File: src/rc_compressor_regs.vh
// Register offsets, field positions, reset values and timing constants of the range compressor
`ifndef RC_COMPRESSOR_REGS_VH
`define RC_COMPRESSOR_REGS_VH

`define RC_ADDR_ENABLE_THRESHOLD 8'h44
`define RC_ADDR_HOLD_TIME 8'h45
`define RC_ADDR_ATTACK_DECAY 8'h46

`define RC_BIT_RESERVED_TOP 7
`define RC_BIT_ENABLE_LEFT 6
`define RC_BIT_ENABLE_RIGHT 5
`define RC_THR_MSB 4
`define RC_THR_LSB 2
`define RC_HYST_MSB 1
`define RC_HYST_LSB 0
`define RC_HOLD_MSB 6
`define RC_HOLD_LSB 3
`define RC_ATTACK_MSB 7
`define RC_ATTACK_LSB 4
`define RC_DECAY_MSB 3
`define RC_DECAY_LSB 0

`define RC_RESET_ENABLE_THRESHOLD 8'h0F
`define RC_RESET_HOLD_TIME 8'h38
`define RC_RESET_ATTACK_DECAY 8'h00

// Threshold in dB below full scale: step per code and the clamp value
`define RC_THR_STEP_DB 5'h03
`define RC_THR_CLAMP_CODE 3'h6

// Hold lengths in playback word clocks
`define RC_HOLD_BASE_WCLK 18'h00020
`define RC_HOLD_CODE13_WCLK 18'h18000
`define RC_HOLD_CODE14_WCLK 18'h20000
`define RC_HOLD_CODE15_WCLK 18'h28000
`define RC_HOLD_LAST_SHIFT_CODE 4'hC

// Gain in fixed point dB with 21 fractional bits: 4 dB and 0.015625 dB per word clock
`define RC_GAIN_WIDTH 28
`define RC_ATTACK_BASE_STEP 28'h0800000
`define RC_DECAY_BASE_STEP 28'h0008000
`define RC_GAIN_MAX 28'hFFFFFFF

`endif

File: src/rc_channel.v
// One channel of the range compressor: hold timer and gain reduction ramp
`timescale 1ns/10ps
`include "rc_compressor_regs.vh"

module rc_channel (
	clk,
	resetn,
	enable,
	sampleTick,
	levelAtten,
	thresholdDb,
	hysteresisDb,
	holdLength,
	attackStep,
	decayStep,
	gainReduction,
	holding
);
	input wire clk;
	input wire resetn;
	input wire enable;
	input wire sampleTick;
	input wire [7:0] levelAtten;
	input wire [4:0] thresholdDb;
	input wire [1:0] hysteresisDb;
	input wire [17:0] holdLength;
	input wire [27:0] attackStep;
	input wire [27:0] decayStep;
	output reg [27:0] gainReduction;
	output reg holding;

	reg [17:0] hold_reg;
	reg [17:0] hold_next;
	reg [27:0] gain_next;
	wire [7:0] releaseLevel;
	wire overThreshold;
	wire underRelease;
	wire [28:0] gainSum;

	// Level is attenuation below full scale, so a smaller figure is a louder signal
	assign overThreshold = levelAtten < {3'h0, thresholdDb};
	assign releaseLevel = {3'h0, thresholdDb} + {6'h00, hysteresisDb};
	assign underRelease = levelAtten > releaseLevel;
	assign gainSum = {1'b0, gainReduction} + {1'b0, attackStep};

	always @* begin
		hold_next = hold_reg;
		gain_next = gainReduction;
		if (!enable) begin
			hold_next = 18'h00000;
			gain_next = 28'h0000000;
		end else if (sampleTick) begin
			if (overThreshold) begin
				hold_next = holdLength;
				gain_next = gainSum[28] ? `RC_GAIN_MAX : gainSum[27:0];
			end else if (hold_reg != 18'h00000) begin
				hold_next = hold_reg - 18'h00001;
			end else if (underRelease) begin
				gain_next = (gainReduction > decayStep) ? gainReduction - decayStep :
					28'h0000000;
			end
		end
	end

	always @(posedge clk or negedge resetn) begin
		if (!resetn) begin
			hold_reg <= 18'h00000;
			gainReduction <= 28'h0000000;
			holding <= 1'b0;
		end else begin
			hold_reg <= hold_next;
			gainReduction <= gain_next;
			holding <= hold_next != 18'h00000;
		end
	end

endmodule

File: src/rc_compressor_ctrl.v
// Control registers and two-channel range compressor of the playback path
`timescale 1ns/10ps
`include "rc_compressor_regs.vh"

module rc_compressor_ctrl (
	clk,
	resetn,
	regAddr,
	regWrData,
	regWrite,
	regRead,
	regRdData,
	sampleTick,
	levelAttenLeft,
	levelAttenRight,
	volLinkRequest,
	volLinkMode,
	compressLeft,
	compressRight,
	gainReductionLeft,
	gainReductionRight,
	holdingLeft,
	holdingRight,
	thresholdDb,
	hysteresisDb
);
	input wire clk;
	input wire resetn;
	input wire [7:0] regAddr;
	input wire [7:0] regWrData;
	input wire regWrite;
	input wire regRead;
	output reg [7:0] regRdData;
	input wire sampleTick;
	input wire [7:0] levelAttenLeft;
	input wire [7:0] levelAttenRight;
	input wire [1:0] volLinkRequest;
	output reg [1:0] volLinkMode;
	output reg compressLeft;
	output reg compressRight;
	output wire [27:0] gainReductionLeft;
	output wire [27:0] gainReductionRight;
	output wire holdingLeft;
	output wire holdingRight;
	output reg [4:0] thresholdDb;
	output reg [1:0] hysteresisDb;

	////////////////////////////////////////////////////////////////////////////////

	reg [7:0] enThr_reg;
	reg [3:0] holdCode_reg;
	reg [7:0] atkDec_reg;
	reg [7:0] rdData_next;
	reg [17:0] holdLength_reg;
	reg [27:0] attackStep_reg;
	reg [27:0] decayStep_reg;

	localparam [7:0] HOLD_TIME_RESET = `RC_RESET_HOLD_TIME;

	// Threshold magnitude in dB below full scale
	function [4:0] decodeThreshold;
		input [2:0] code;
		reg [2:0] clamped;
		begin
			clamped = (code > `RC_THR_CLAMP_CODE) ? `RC_THR_CLAMP_CODE : code;
			decodeThreshold = `RC_THR_STEP_DB * ({2'h0, clamped} + 5'h01);
		end
	endfunction

	// Hold length in playback word clocks, zero meaning no hold
	function [17:0] decodeHold;
		input [3:0] code;
		begin
			case (code)
				4'h0: decodeHold = 18'h00000;
				4'hD: decodeHold = `RC_HOLD_CODE13_WCLK;
				4'hE: decodeHold = `RC_HOLD_CODE14_WCLK;
				4'hF: decodeHold = `RC_HOLD_CODE15_WCLK;
				default: decodeHold = `RC_HOLD_BASE_WCLK << (code - 4'h1);
			endcase
		end
	endfunction

	////////////////////////////////////////////////////////////////////////////////
	// Register file

	always @(posedge clk or negedge resetn) begin
		if (!resetn) begin
			enThr_reg <= `RC_RESET_ENABLE_THRESHOLD;
			holdCode_reg <= HOLD_TIME_RESET[`RC_HOLD_MSB:`RC_HOLD_LSB];
			atkDec_reg <= `RC_RESET_ATTACK_DECAY;
		end else if (regWrite) begin
			case (regAddr)
				`RC_ADDR_ENABLE_THRESHOLD: begin
					enThr_reg <= regWrData;
				end
				`RC_ADDR_HOLD_TIME: begin
					// Reserved bits of this register are read-only zero
					holdCode_reg <= regWrData[`RC_HOLD_MSB:`RC_HOLD_LSB];
				end
				`RC_ADDR_ATTACK_DECAY: begin
					atkDec_reg <= regWrData;
				end
				default: begin
				end
			endcase
		end
	end

	always @* begin
		case (regAddr)
			`RC_ADDR_ENABLE_THRESHOLD: rdData_next = enThr_reg;
			`RC_ADDR_HOLD_TIME: rdData_next = {1'b0, holdCode_reg, 3'h0};
			`RC_ADDR_ATTACK_DECAY: rdData_next = atkDec_reg;
			default: rdData_next = 8'h00;
		endcase
	end

	always @(posedge clk or negedge resetn) begin
		if (!resetn) begin
			regRdData <= 8'h00;
		end else if (regRead) begin
			regRdData <= rdData_next;
		end
	end

	////////////////////////////////////////////////////////////////////////////////
	// Decoded settings, registered so every output leaves a flip-flop

	always @(posedge clk or negedge resetn) begin
		if (!resetn) begin
			compressLeft <= 1'b0;
			compressRight <= 1'b0;
			thresholdDb <= 5'h00;
			hysteresisDb <= 2'h0;
			holdLength_reg <= 18'h00000;
			attackStep_reg <= 28'h0000000;
			decayStep_reg <= 28'h0000000;
			volLinkMode <= 2'h0;
		end else begin
			compressLeft <= enThr_reg[`RC_BIT_ENABLE_LEFT];
			compressRight <= enThr_reg[`RC_BIT_ENABLE_RIGHT];
			thresholdDb <= decodeThreshold(enThr_reg[`RC_THR_MSB:`RC_THR_LSB]);
			hysteresisDb <= enThr_reg[`RC_HYST_MSB:`RC_HYST_LSB];
			holdLength_reg <= decodeHold(holdCode_reg);
			attackStep_reg <= `RC_ATTACK_BASE_STEP >>
				atkDec_reg[`RC_ATTACK_MSB:`RC_ATTACK_LSB];
			decayStep_reg <= `RC_DECAY_BASE_STEP >>
				atkDec_reg[`RC_DECAY_MSB:`RC_DECAY_LSB];
			// Linking is forced off whenever either channel compresses
			if (enThr_reg[`RC_BIT_ENABLE_LEFT] || enThr_reg[`RC_BIT_ENABLE_RIGHT]) begin
				volLinkMode <= 2'h0;
			end else begin
				volLinkMode <= volLinkRequest;
			end
		end
	end

	////////////////////////////////////////////////////////////////////////////////
	// Channels

	rc_channel leftChannel (
		.clk(clk),
		.resetn(resetn),
		.enable(compressLeft),
		.sampleTick(sampleTick),
		.levelAtten(levelAttenLeft),
		.thresholdDb(thresholdDb),
		.hysteresisDb(hysteresisDb),
		.holdLength(holdLength_reg),
		.attackStep(attackStep_reg),
		.decayStep(decayStep_reg),
		.gainReduction(gainReductionLeft),
		.holding(holdingLeft)
	);

	rc_channel rightChannel (
		.clk(clk),
		.resetn(resetn),
		.enable(compressRight),
		.sampleTick(sampleTick),
		.levelAtten(levelAttenRight),
		.thresholdDb(thresholdDb),
		.hysteresisDb(hysteresisDb),
		.holdLength(holdLength_reg),
		.attackStep(attackStep_reg),
		.decayStep(decayStep_reg),
		.gainReduction(gainReductionRight),
		.holding(holdingRight)
	);

endmodule

File: config.mk
export PLATFORM = sky130hd
export DESIGN_NAME = rc_compressor_ctrl
export DESIGN_NICKNAME = d
export VERILOG_FILES = /design/src/rc_channel.v /design/src/rc_compressor_ctrl.v
export VERILOG_INCLUDE_DIRS = /design/src /design/src/src
export SDC_FILE = /design/constraint.sdc
export NUM_CORES = 1
export LEC_CHECK = 0
export ABC_CLOCK_PERIOD_IN_PS = 3100
export BUFFER_PORTS_ARGS = -buffer_cell sky130_fd_sc_hd__clkbuf_2
export CAP_MARGIN = 10
export CORE_AREA = 2 2 191 146
export CTS_BUF_LIST = sky130_fd_sc_hd__clkbuf_16
export CTS_CLUSTER_DIAMETER = 30
export DETAILED_ROUTE_END_ITERATION = 10
export DIE_AREA = 0 0 193 148
export PLACE_DENSITY = 0.71
export SLEW_MARGIN = 20
export SYNTH_ARGS = -nofsm -noshare
export SYNTH_HDL_FRONTEND = slang
export SYNTH_SLANG_ARGS = --single-unit
File: constraint.sdc
create_clock -name clk -period 3.1 [get_ports clk]
set_input_delay 0.31 -clock clk [delete_from_list [all_inputs] [get_ports clk]]
set_output_delay 0.31 -clock clk [all_outputs]
set_load 0.005 [all_outputs]
==> metrics.md <==
| Metric | Value |
|---|---|
| RSZ-0062 raised after global routing | true |
| FF-to-FF setup slack | -340 ps |
| WP depth | 16 |
| Asr flop ratio synth | 100% |
| Hold slack | 86.4 ps |
| Final setup vio count | 53 |
| CP Max Fanout | 5 |
| Nets | roughly 1900 |
| Number of global-route vias before repair | 12048 |
| Setup CP Type | register to register |
| Number of max-cap violations | 0 |
| Io pins | roughly 120 |
| Die W | 193 um |
| Leakage | 7.62 nW |
| Htree depth | 4 |
| Multiplexer share of the synthesized area | 3.07% |
| Largest net degree at the start of global routing | 67 |
| CTS tree | built |
| Layout area overhead | 24.6% |
| Post-route cell area | 16400 um2 |
| Largest regs | leftChannel.gainReduction: 28 flops, rightChannel.gainReduction: 28 flops |
| Min-Delay Path Class | input pin to register |
| Worst r2r src | hysteresisDb[0]$_DFF_PN0_ |
| Tcrit/Tclk final | 111% |
| GR Overflow Total | 0 |
| Post-synthesis cell count | 1534 |
| Worst-case reg-to-reg path depth | 16 |
| Avg Synthesized Cell Area | 8.55 um2 |
| Pwr dens | 396 nW/um2 |
| Initial antenna violation count | 1 |
| Filler cell count | between 2000 and 2500 |
| Max_slew headroom | 50.9% |
| Global-route usage over all layers | 28.9% |
| Die area | approximately 29000 um2 |
| Post-Syn Nets | between 1500 and 2000 |
| Initial cell density of the core | 49.2% |
| Vias | between 10000 and 15000 |
| Core Area | 26700 um2 |
| Final min period | approximately 3400 ps |
| Largest family of logic cells by synthesized area | compound AO/OA/AOI/OAI gates |
| Synth Area in XOR/XNOR | 4.19% |
| Yosys cell types | 94 |
| DR pass1 iterations | 5 |
| Share of cells above drive strength 1 | 25.6% |
| GP Congestion | 0.943 |
| DRT iter0 DRCs | ~1300 |
| Placed cells | 2053 |
| Diode count | 0 |
| Total length of routed wires | 42200 um |
| Critical Path RT | 3400 ps |
| Final Hold Viols | 0 |
| Root Driver | clkbuf_16 |
| Crit. Startpoint | hysteresisDb[0]$_DFF_PN0_ |
| Status | complete, but fails checks |
| Worst reg2reg path endpoint | rightChannel.gainReduction[20]$_DFFE_PN0P_ |
| Critical Path Sink | rightChannel.gainReduction[20]$_DFFE_PN0P_ |
| Min setup slack post-route | -345 ps |
| Port bufs | 115 |
| Final Util | between 60% and 70% |
| Number of synthesized flops with an enable pin | 0 |
| Most used cell, CP | buf_4 |
| CTS Buffer Depth | 2 |
| Clk_lat worst skew | about 450 ps |
| Reg clk slew, reported paths | 70 ps |
| Simple-gate area share of the yosys netlist | roughly 21% |
| WP buf/inv | 4 |
| Max-slew violations | 0 |
| Post-route ant nets | 0 |
| Main synth FF type | dfrtp_1 |
| Clk_skew | roughly 21 ps |
| CP delay by family, top | simple AND/OR/NAND/NOR gates |
| Hold Crit Depth | 3 |
| Mapped Area | 13100 um2 |
| Num CTS Buffers | 17 |
| Synth warnings | 0 |
| Placed cell areas | 14900 um2 |
| Global-route wire length before repair | about 65000 um |
| Cell chain of the critical path | ha_2 -> inv_2 -> fa_2 -> nor3_4 -> xnor2_2 -> ha_1 -> nor4bb_4 -> nand4_1 -> and4_4 -> a221oi_4 -> buf_4 -> nor2_4 -> buf_6 -> buf_4 -> o221ai_2 -> o211ai_1 |
| Startpoint Class | register |
| Max stage delay on crit path | 380 ps |
| Crit end category | register |
| Worst EP arrival | about 3800 ps |
| Die Ht | 148 um |
| Clock sinks | 178 |
| DR DRC count | 0 |
| Post-synthesis compound-gate area fraction | 24.4% |
| Rows | 52 |
| #FFs+latches synth | 178 |
| Fmax | approximately 0.29 GHz |
| Overall Power | 6.47 mW |
| Failing checks | setup timing |
| Hpwl dp | 31000 um |
| Drt via density | 6.28 |
| Slowest CP cell | fa_2 |
| Slew @ Worst Pin | 736 ps |
| Synth Area in Adders | 9.54% |
| Non-Filler Instances | 2111 |
| Sequential share of the synthesized area | 34.0% |
| VDD IR max | 0.405 mV |
| Avg WL per Cell | 20.0 um |
worst register-to-register path, cell delays in order, from the launching register on:
cell and delay [ps]:
dfrtp_1 370, ha_2 190, inv_2 40, fa_2 380, nor3_4 160, xnor2_2 100
ha_1 310, nor4bb_4 230, nand4_1 230, and4_4 220, a221oi_4 350, buf_4 200
nor2_4 50, buf_6 140, buf_4 140, o221ai_2 60, o211ai_1 140
how the worst min path moves through the flow:
stage | from | to | slack, ps
finish | regWrData[3] | enThr_reg[3]$_DFFE_PN1P_ | 90
global route | volLinkRequest[1] | volLinkMode[1]$_DFF_PN0_ | 100
CTS | regWrData[3] | enThr_reg[3]$_DFFE_PN1P_ | 90
detailed placement | resetn | decayStep_reg[15]$_DFF_PN0_ | 370
global placement | resetn | leftChannel.gainReduction[7]$_DFFE_PN0P_ | 360
floorplan | resetn | atkDec_reg[0]$_DFFE_PN0P_ | 10
logic make-up after synthesis:
logic type / count (synthesis)
buffers and inverters: 129
other: 1
DFF: 178
muxes: 37
adders and majority gates: 97
xor gates and xnor gates: 61
and+or+nand+nor: 543
AOI/OAI and AO/OA: 488
routing by layer:
metal	part of all wire (%)	GRT usage, %
met3	10	6.36
met2	42	40.5
met5	0.031	0
met4	1.5	6.97
met1	46	44.8
cell type report:
cell class                      instances  area (um2)  share of cell area [%]
Clock buffer                           17         425                    2.60
Clock inverter                         15         198                    1.21
Inverter                               58         218                    1.33
Multi-Input combinational cell       1227        8730                    53.4
Sequential cell                       178        4460                    27.3
Tap cell                              351         439                    2.69
Timing Repair Buffer                  265        1880                    11.5
power by group:
group	total [mW]	leakage (nW)	switching, mW	internal (mW)
clock network	2.35	0.295	1.05	1.29
logic	1.64	4.90	0.951	0.686
registers	2.49	2.43	0.102	2.39
total	6.47	7.62	2.10	4.37
what timing repair did:
action,in CTS,in global routing
pin swaps,41,42
endpoints found under the hold margin,59,0
gates resized for setup,94,91
hold buffers,1,0
gates cloned,2,0
setup buffers,13,13
setup endpoints to repair,55,58
cell usage in the layout (no fill, tap or decap), drive strengths merged, types with 9 or more instances in the layout:
cell type    n
mux2i       11
nor4        20
a21o        27
buf        150
a211oi      30
and3        16
o22ai       10
a31oi       20
and2        13
mux2        26
dfrtp      171
nor2b       13
xnor2       33
nand3       46
o31ai       12
or2          9
xor2        27
o21ai      126
nor3        61
a21oi      118
o21bai       9
nand2      134
ha          92
a31o         9
or3         13
clkbuf     131
nand2b      23
nand4       24
or4         12
o21a        17
inv         64
nor3b       10
nor2       132
o211ai      14
metrics by stage:
stage | setup slack, ps | TNS (ps)
4_1_cts | -279 | -4450
3_5_place_dp | -382 | -8180
6_report | -345 | -7340
2_1_floorplan | 14.1 | 0
3_3_place_gp | -266 | -3840
5_1_grt | -509 | -15220
Yosys cell counts, drive strengths merged, types with 6 or more instances:
cell type / number / area share, %
o21a: 17 / 0.97
or2: 9 / 0.43
ha: 92 / 8.8
nor2b: 13 / 0.62
a31o: 9 / 0.60
dfstp: 7 / 1.4
inv: 57 / 1.6
a21o: 27 / 1.5
a221oi: 6 / 0.45
nand4: 24 / 1.1
a21oi: 118 / 4.5
and2: 13 / 0.62
or4: 12 / 0.72
o21ai: 126 / 4.8
nor3: 61 / 2.3
nor4: 20 / 0.95
o2bb2ai: 7 / 0.47
and3: 16 / 0.81
dfrtp: 171 / 33
o221ai: 8 / 0.53
nor4b: 7 / 0.63
xor2: 27 / 1.8
nor2: 132 / 3.8
clkbuf: 58 / 1.9
a211o: 6 / 0.41
nor3b: 10 / 0.66
mux2i: 11 / 0.84
nand3: 46 / 1.8
o21bai: 9 / 0.51
xnor2: 33 / 2.2
nand2: 134 / 3.8
a31oi: 20 / 0.95
o22ai: 10 / 0.48
a22oi: 6 / 0.34
a211oi: 30 / 1.7
nand2b: 23 / 1.1
o211ai: 14 / 0.80
o31ai: 12 / 0.72
mux2: 26 / 2.2
buf: 13 / 0.47
or3: 13 / 0.71
Power figures use the tool's default switching activity.
